**src/prog_port_consts.vh**
```
// timing and width constants for the byte-wide eprom programmer
// assumes a 100 MHz system clock
`ifndef PROG_PORT_CONSTS_VH
`define PROG_PORT_CONSTS_VH
`define CLK_MHZ          100
`define PRIME_PULSE_US   1000
`define FINAL_UNIT_US    4000
`define PRIME_CYCLES     (`PRIME_PULSE_US * `CLK_MHZ)
`define FINAL_CYCLES     (`FINAL_UNIT_US * `CLK_MHZ)
`define MAX_PRIME        4'hF
`define SETUP_CYCLES     8'h04
`define READ_CYCLES      8'h08
`define ADDR_W           13
`define DATA_W           8
`define ERASED_BYTE      8'hFF
`endif

```
**src/eprom_programmer.v**
```verilog
// host-side programmer driving a byte-wide eprom port with the fast algorithm
// assumes cmd inputs come from logic on clk; data lines resolved by the bench
`timescale 1ns/1ns
`include "prog_port_consts.vh"
// Operation
// - eight-bit parallel data, bit 7 high
// - word load sends upper byte first
// - program: select low, read high, strobe pulse
// - address and data stable around strobe
// - each prime pulse lasts 1 ms
// - verify read after every prime pulse
// - retry prime pulse, fifteen at most
// - final pulse 4 ms times prime count
// - any address order accepted
// - strobes active low, data is write value
// - full pass rechecked at normal conditions; not done here, only read commands read back
module eprom_programmer
#(
    parameter PRIME_LEN = `PRIME_CYCLES,
    parameter FINAL_LEN = `FINAL_CYCLES
)
(
    input  wire        clk,
    input  wire        resetn,
    input  wire        cmd_valid,
    input  wire [1:0]  cmd_op,
    input  wire [12:0] cmd_addr,
    input  wire [15:0] cmd_data,
    output reg         cmd_ready_r,
    output reg         done_r,
    output reg         fail_r,
    output reg  [15:0] rdata_r,
    output reg  [3:0]  prime_count_r,
    output reg  [12:0] byte_address_lines_r,
    output reg  [7:0]  byte_data_out_r,
    output reg         byte_data_oe_n_r,
    input  wire [7:0]  byte_data_lines_in,
    output reg         array_select_n_r,
    output reg         read_select_n_r,
    output reg         write_strobe_n_r,
    output reg         test_mode_select_r,
    output reg         device_reset_input_r,
    output reg         oscillator_input_r
);
    // cmd_op: 0 program byte, 1 read byte, 2 program word, 3 read word
    localparam S_IDLE   = 4'd0;
    localparam S_SETUP  = 4'd1;
    localparam S_PRIME  = 4'd2;
    localparam S_VSET   = 4'd3;
    localparam S_VREAD  = 4'd4;
    localparam S_FINAL  = 4'd5;
    localparam S_RSET   = 4'd6;
    localparam S_RREAD  = 4'd7;
    localparam S_NEXT   = 4'd8;
    localparam S_WAIT   = 4'd9;

    reg [3:0]  state_r;
    reg [3:0]  ret_r;
    reg [7:0]  wait_r;
    reg [7:0]  target_r;
    reg [7:0]  lo_byte_r;
    reg        word_r;
    reg        second_r;
    reg        is_prog_r;
    reg        tstart_r;
    reg [31:0] tlen_r;
    reg [7:0]  s1_r;
    reg [7:0]  s2_r;
    reg [7:0]  s3_r;
    reg [7:0]  sampled_r;
    wire       tbusy;

    pulse_timer u_timer
    (
        .clk    (clk),
        .resetn (resetn),
        .start  (tstart_r),
        .length (tlen_r),
        .busy_r (tbusy)
    );

    // data lines arrive from the pins: three-stage, accept once stages 2 and 3 agree
    always @(posedge clk or negedge resetn)
    begin
        if (!resetn)
        begin
            s1_r      <= `ERASED_BYTE;
            s2_r      <= `ERASED_BYTE;
            s3_r      <= `ERASED_BYTE;
            sampled_r <= `ERASED_BYTE;
        end
        else
        begin
            s1_r <= byte_data_lines_in;
            s2_r <= s1_r;
            s3_r <= s2_r;
            if (s2_r == s3_r)
                sampled_r <= s3_r;
        end
    end

    always @(posedge clk or negedge resetn)
    begin
        if (!resetn)
        begin
            state_r              <= S_IDLE;
            ret_r                <= S_IDLE;
            wait_r               <= 8'h00;
            target_r             <= `ERASED_BYTE;
            lo_byte_r            <= `ERASED_BYTE;
            word_r               <= 1'b0;
            second_r             <= 1'b0;
            is_prog_r            <= 1'b0;
            tstart_r             <= 1'b0;
            tlen_r               <= 32'h0000_0000;
            cmd_ready_r          <= 1'b1;
            done_r               <= 1'b0;
            fail_r               <= 1'b0;
            rdata_r              <= 16'h0000;
            prime_count_r        <= 4'h0;
            byte_address_lines_r <= 13'h0000;
            byte_data_out_r      <= `ERASED_BYTE;
            byte_data_oe_n_r     <= 1'b1;
            array_select_n_r     <= 1'b1;
            read_select_n_r      <= 1'b1;
            write_strobe_n_r     <= 1'b1;
            test_mode_select_r   <= 1'b0;
            device_reset_input_r <= 1'b0;
            oscillator_input_r   <= 1'b0;
        end
        else
        begin
            tstart_r             <= 1'b0;
            done_r               <= 1'b0;
            // held low for every mode
            test_mode_select_r   <= 1'b0;
            device_reset_input_r <= 1'b0;
            oscillator_input_r   <= 1'b0;
            case (state_r)
                S_IDLE:
                begin
                    array_select_n_r <= 1'b1;
                    byte_data_oe_n_r <= 1'b1;
                    if (cmd_valid && cmd_ready_r)
                    begin
                        // any address order is fine
                        cmd_ready_r          <= 1'b0;
                        fail_r               <= 1'b0;
                        word_r               <= cmd_op[1];
                        is_prog_r            <= ~cmd_op[0];
                        second_r             <= 1'b0;
                        prime_count_r        <= 4'h0;
                        lo_byte_r            <= cmd_data[7:0];
                        // word: upper byte at even address first
                        byte_address_lines_r <= cmd_op[1] ? {cmd_addr[12:1], 1'b0} : cmd_addr;
                        target_r             <= cmd_op[1] ? cmd_data[15:8] : cmd_data[7:0];
                        wait_r               <= `SETUP_CYCLES;
                        state_r              <= cmd_op[0] ? S_RSET : S_SETUP;
                    end
                end
                S_SETUP:
                begin
                    // drive address and data ahead of the strobe
                    array_select_n_r <= 1'b0;
                    read_select_n_r  <= 1'b1;
                    byte_data_out_r  <= target_r;
                    byte_data_oe_n_r <= 1'b0;
                    if (wait_r == 8'h00)
                    begin
                        write_strobe_n_r <= 1'b0;
                        tlen_r           <= PRIME_LEN;
                        tstart_r         <= 1'b1;
                        prime_count_r    <= prime_count_r + 4'h1;
                        state_r          <= S_PRIME;
                    end
                    else
                        wait_r <= wait_r - 8'h01;
                end
                S_PRIME:
                begin
                    if (!tstart_r && !tbusy)
                    begin
                        write_strobe_n_r <= 1'b1;
                        wait_r           <= `SETUP_CYCLES;
                        state_r          <= S_VSET;
                    end
                end
                S_VSET:
                begin
                    // release the bus before opening the read
                    byte_data_oe_n_r <= 1'b1;
                    if (wait_r == 8'h00)
                    begin
                        read_select_n_r <= 1'b0;
                        wait_r          <= `READ_CYCLES;
                        state_r         <= S_VREAD;
                    end
                    else
                        wait_r <= wait_r - 8'h01;
                end
                S_VREAD:
                begin
                    // read long enough for the three-stage sampler to settle
                    if (wait_r == 8'h00)
                    begin
                        read_select_n_r <= 1'b1;
                        wait_r          <= `SETUP_CYCLES;
                        if (sampled_r == target_r)
                        begin
                            byte_data_out_r  <= target_r;
                            byte_data_oe_n_r <= 1'b0;
                            tlen_r           <= FINAL_LEN * prime_count_r;
                            ret_r            <= S_FINAL;
                            state_r          <= S_WAIT;
                        end
                        else if (prime_count_r == `MAX_PRIME)
                        begin
                            fail_r  <= 1'b1;
                            state_r <= S_NEXT;
                        end
                        else
                            state_r <= S_SETUP;
                    end
                    else
                        wait_r <= wait_r - 8'h01;
                end
                S_WAIT:
                begin
                    if (wait_r == 8'h00)
                    begin
                        write_strobe_n_r <= 1'b0;
                        tstart_r         <= 1'b1;
                        state_r          <= ret_r;
                    end
                    else
                        wait_r <= wait_r - 8'h01;
                end
                S_FINAL:
                begin
                    if (!tstart_r && !tbusy)
                    begin
                        write_strobe_n_r <= 1'b1;
                        state_r          <= S_NEXT;
                    end
                end
                S_RSET:
                begin
                    array_select_n_r <= 1'b0;
                    byte_data_oe_n_r <= 1'b1;
                    if (wait_r == 8'h00)
                    begin
                        read_select_n_r <= 1'b0;
                        wait_r          <= `READ_CYCLES;
                        state_r         <= S_RREAD;
                    end
                    else
                        wait_r <= wait_r - 8'h01;
                end
                S_RREAD:
                begin
                    if (wait_r == 8'h00)
                    begin
                        read_select_n_r <= 1'b1;
                        if (word_r && !second_r)
                            rdata_r[15:8] <= sampled_r;
                        else
                            rdata_r[7:0]  <= sampled_r;
                        state_r <= S_NEXT;
                    end
                    else
                        wait_r <= wait_r - 8'h01;
                end
                S_NEXT:
                begin
                    byte_data_oe_n_r <= 1'b1;
                    // failed upper byte aborts the word rather than half-write it
                    if (word_r && !second_r && !fail_r)
                    begin
                        second_r             <= 1'b1;
                        byte_address_lines_r <= {byte_address_lines_r[12:1], 1'b1};
                        target_r             <= lo_byte_r;
                        prime_count_r        <= 4'h0;
                        wait_r               <= `SETUP_CYCLES;
                        state_r              <= is_prog_r ? S_SETUP : S_RSET;
                    end
                    else
                    begin
                        array_select_n_r <= 1'b1;
                        done_r           <= 1'b1;
                        cmd_ready_r      <= 1'b1;
                        state_r          <= S_IDLE;
                    end
                end
                default:
                    state_r <= S_IDLE;
            endcase
        end
    end
endmodule

```
**src/pulse_timer.v**
```verilog
// down-counter that times one strobe pulse
// assumes start is a registered one-cycle pulse, raised in the same cycle as the strobe falls
`timescale 1ns/1ns
module pulse_timer
(
    input  wire        clk,
    input  wire        resetn,
    input  wire        start,
    input  wire [31:0] length,
    output reg         busy_r
);
    reg [31:0] count_r;

    always @(posedge clk or negedge resetn)
    begin
        if (!resetn)
        begin
            count_r <= 32'h0000_0000;
            busy_r  <= 1'b0;
        end
        else if (start)
        begin
            count_r <= length;
            busy_r  <= 1'b1;
        end
        else if (busy_r)
        begin
            // start lands a cycle late and the caller reacts a cycle late: end two counts early
            // limitation: lengths under three still give three cycles of strobe
            if (count_r <= 32'h0000_0003)
                busy_r <= 1'b0;
            count_r <= count_r - 32'h0000_0001;
        end
    end
endmodule

```
**config.mk**
```make
export PLATFORM = sky130hd
export DESIGN_NAME = eprom_programmer
export DESIGN_NICKNAME = d
export VERILOG_FILES = /design/src/eprom_programmer.v /design/src/pulse_timer.v
export VERILOG_INCLUDE_DIRS = /design/src /design/src/src
export SDC_FILE = /design/constraint.sdc
export NUM_CORES = 1
export LEC_CHECK = 0
export BUFFER_PORTS_ARGS = -buffer_cell sky130_fd_sc_hd__buf_2
export CAP_MARGIN = 20
export CORE_UTILIZATION = 55
export CTS_CLUSTER_SIZE = 24
export DETAILED_ROUTE_END_ITERATION = 10
export HOLD_SLACK_MARGIN = 0.08
export PLACE_DENSITY = 0.76
export SYNTH_ARGS = -nofsm -noshare
export SYNTH_HDL_FRONTEND = slang
export SYNTH_HIERARCHICAL = 1
export SYNTH_SLANG_ARGS = --single-unit
export TNS_END_PERCENT = 50
```
**constraint.sdc**
```tcl
create_clock -name clk -period 3.8 [get_ports clk]
set_input_delay 0.38 -clock clk [delete_from_list [all_inputs] [get_ports clk]]
set_output_delay 0.38 -clock clk [all_outputs]
set_load 0.02 [all_outputs]
```
==> impl_metrics.env <==
export IMPL_p_comb_frac=0.046
export IMPL_mostFrequentLayoutCell="nand2_1"
export IMPL_cts_tree="done"
export IMPL_initialDrtViolationCount=537
export IMPL_slew_violations=0
export IMPL_placementRows=44
export IMPL_min_path_type="primary input to flip-flop"
export IMPL_grt_pass1_vias=6457
export IMPL_synth_top_area_share=0.305
export IMPL_skew_ps=8.51
export IMPL_synth_top_family_by_area="simple AND/OR/NAND/NOR gates"
export IMPL_clock_path_buffers=2
export IMPL_p_total_mw=3.71
export IMPL_drc=2
export IMPL_die_width_um=125
export IMPL_ctsResizeCount=0
export IMPL_synth_edf_count=0
export IMPL_final_cell_mix="115 x nand2_1, 102 x dfrtp_1, 88 x buf_2, 75 x nor2_1, 61 x dfstp_2"
export IMPL_port_buffers=89
export IMPL_dpl_instance_area_sq_mm=0.00900
export IMPL_synth_compound_area_share=0.154
export IMPL_cap_violations=0
export IMPL_hold_ws_ps=133
export IMPL_ys_ff_latch=163
export IMPL_path_buf_inv=1
export IMPL_tightest_slew_ps=891
export IMPL_grt_usage=0.251
export IMPL_synth_warnings=6
export IMPL_diodes=0
export IMPL_synth_largest_area_cell="dfrtp_1"
export IMPL_pwr_share_seq=0.490
export IMPL_io_pins=93
export IMPL_synth_adder_area_share=0.0311
export IMPL_die_area_sq_mm=0.0157
export IMPL_antenna_left=0
export IMPL_final_setup_viol_count=0
export IMPL_synthArstFlopShare=1.00
export IMPL_syn_to_final_growth_pct=16.0
export IMPL_nNetsFinal=1001
export IMPL_core_sq_mm=0.0147
export IMPL_finalCriticalPeriod_ps=2980
export IMPL_synth_seq_area_share=0.497
export IMPL_fmax_ghz=0.335
export IMPL_wl_um=18600
export IMPL_p_int_mw=2.75
export IMPL_initial_core_util=0.569
export IMPL_die_h_um=125
export IMPL_yosys_top_cells_area="dfrtp_1 31%, dfstp_2 19%, nand2_1 5.2%"
export IMPL_worstPathArrival_ps=3300
export IMPL_syn_inst=840
export IMPL_power_frac_clock=0.465
export IMPL_cp_max_fo=11
export IMPL_htreeDepth=4
export IMPL_dp_hpwl_um=12700
export IMPL_fin_setup_tns_ps=0
export IMPL_violations="design-rule violations"
export IMPL_synth_mux_area_frac=0.0483
export IMPL_cts_sinks=163
export IMPL_worstPathCellList="inv_1 > ha_1 > or4b_1 > or2_1 > nor4b_4 > mux2_2"
export IMPL_via_per_inst=5.85
export IMPL_overflow=0
export IMPL_syn_avg_cell_area_sq_um=9.96
export IMPL_cp_slowest_cell="nor4b_4"
export IMPL_hold_viol_final=0
export IMPL_p_switching_mw=0.960
export IMPL_first_pass_iters=8
export IMPL_crit_family="simple AND/OR/NAND/NOR gates"
export IMPL_grt_pass1_wl_um=31800
export IMPL_status="finished, violations left"
export IMPL_slew_headroom=0.404
export IMPL_required_ps=4120
export IMPL_cp_end_kind="flip-flop"
export IMPL_cts_buffers=17
export IMPL_fin_crit_sh=0.785
export IMPL_powerDensity_mw_per_mm2=383
export IMPL_swShare=0.259
export IMPL_wire_per_inst_um=16.4
export IMPL_gp_congestion=0.821
export IMPL_cts_clk_slew_worst_paths_ps=70
export IMPL_grt_start_max_net_pins=97
export IMPL_syn_area_sq_mm=0.00836
export IMPL_cpPeakStageDelay_ps=700
export IMPL_drive_above_1_share=0.246
export IMPL_synthFlopType="dfrtp_1"
export IMPL_rsz0062_at_grt="no"
export IMPL_root_buffer="clkbuf_16"
export IMPL_final_util=0.660
export IMPL_cp_start_kind="flip-flop"
export IMPL_yosys_area_share_simple=0.196
export IMPL_fin_area_sq_mm=0.00970
export IMPL_clock_latency_ps=430
export IMPL_p_leak_nw=4.37
export IMPL_vdd_drop_max_mv=0.343
export IMPL_vias=6644
export IMPL_antenna_found_initial=0
export IMPL_synthDistinctLibCells=74
export IMPL_synth_xor_area_frac=0.0429
export IMPL_critPathKind="flip-flop to flip-flop"
==> flip-flops by register name, indices dropped and copies added (netlist names), 4 cells and up <==
signal / count
u_timer/count_r: 32
tlen_r: 17
rdata_r: 16
byte_address_lines_r: 13
byte_data_out_r: 8
lo_byte_r: 8
s1_r: 8
s2_r: 8
s3_r: 8
sampled_r: 8
target_r: 8
wait_r: 8
prime_count_r: 4
state_r: 4
==> layout make-up <==
cell class	instances	area, sq um
Tap cell	184	230
Clock inverter	15	191
Fill cell	1178	4990
Multi-Input combinational cell	633	4020
Inverter	15	56.3
Timing Repair Buffer	109	624
Clock buffer	17	425
Sequential cell	163	4160
==> tightest hold or removal path, cell delays in order <==
cell,delay (ps)
buf_2,100
nand2_1,50
nand2_1,40
==> final timing paths <==
path | from | to | slack, ps | cells after the start
setup / recovery | wait_r[0]$_DFFE_PN0P_ | rdata_r[0]$_DFFE_PN0P_ | 820 | 6
hold reg to reg | s1_r[7]$_DFF_PN1_ | s2_r[7]$_DFF_PN1_ | 360 | 0
setup reg to reg | wait_r[0]$_DFFE_PN0P_ | rdata_r[0]$_DFFE_PN0P_ | 820 | 6
hold / removal | cmd_data[6] | lo_byte_r[6]$_DFFE_PN1P_ | 130 | 3
max in group asynchronous | resetn | u_timer/count_r[12]$_DFFE_PN0P_ | 2130 | 3
min in group asynchronous | resetn | wait_r[1]$_DFFE_PN0P_ | 600 | 2
==> timing repair <==
| action | in CTS | in global routing |
|---|---|---|
| hold buffers | 9 | 0 |
| setup buffers | 0 | 0 |
| endpoints found under the hold margin | 40 | 0 |
==> per-stage QoR <==
stage	instances	setup slack [ps]
2_1_floorplan	857	1130
3_3_place_gp	1095	986
3_5_place_dp	1095	872
4_1_cts	1136	811
5_1_grt	1136	684
6_report	1136	817
==> synthesized netlist by cell type, types with 4 or more instances <==
master and n:
a22o_1 6, clkbuf_1 33, ha_1 20, xor2_1 11, o211ai_1 10, a21oi_1 35
o21ai_0 52, nor4_1 8, or4b_1 6, o22a_1 4, and4_1 4, o31ai_1 15
buf_2 5, dfstp_2 61, or2_2 6, or3_1 26, nor2b_1 4, a211oi_1 6
o41ai_1 7, nand4_1 10, or4_1 9, mux2_2 26, a31oi_1 20, buf_1 4
nand2b_1 5, dfrtp_1 102, a21o_1 5, a41oi_1 4, inv_1 13, nand2_1 115
nand3_1 11, nor3_1 13, o221ai_1 9, nor2_1 75, mux2i_1 10, xnor2_1 30
==> routing by layer <==
metal | GRT usage | wire length [um] | vias up
li1 | - | - | 3233
met1 | 0.350 | 8550 | 3231
met2 | 0.399 | 9090 | 164
met3 | 0.0556 | 830 | 16
met4 | 0.0660 | 133 | 0
met5 | 0 | 0 | -
==> power by group through the flow <==
stage	sequential, mW	clock, mW	combinational, mW
final	1.82	1.73	0.169
after global routing	1.82	1.82	0.192
after CTS	1.82	1.75	0.171
after detailed placement	1.85	0	0.163
after global placement	1.85	0	0.160
after floorplan	1.84	0	0.0910
==> cell families after synthesis <==
group,after synthesis
simple gates,320
other cells,1
buf+inv,61
flops,163
xor+xnor,41
fa+ha+maj,21
compound gates,196
mux,37
No activity file was read; power rests on OpenSTA's default activity.
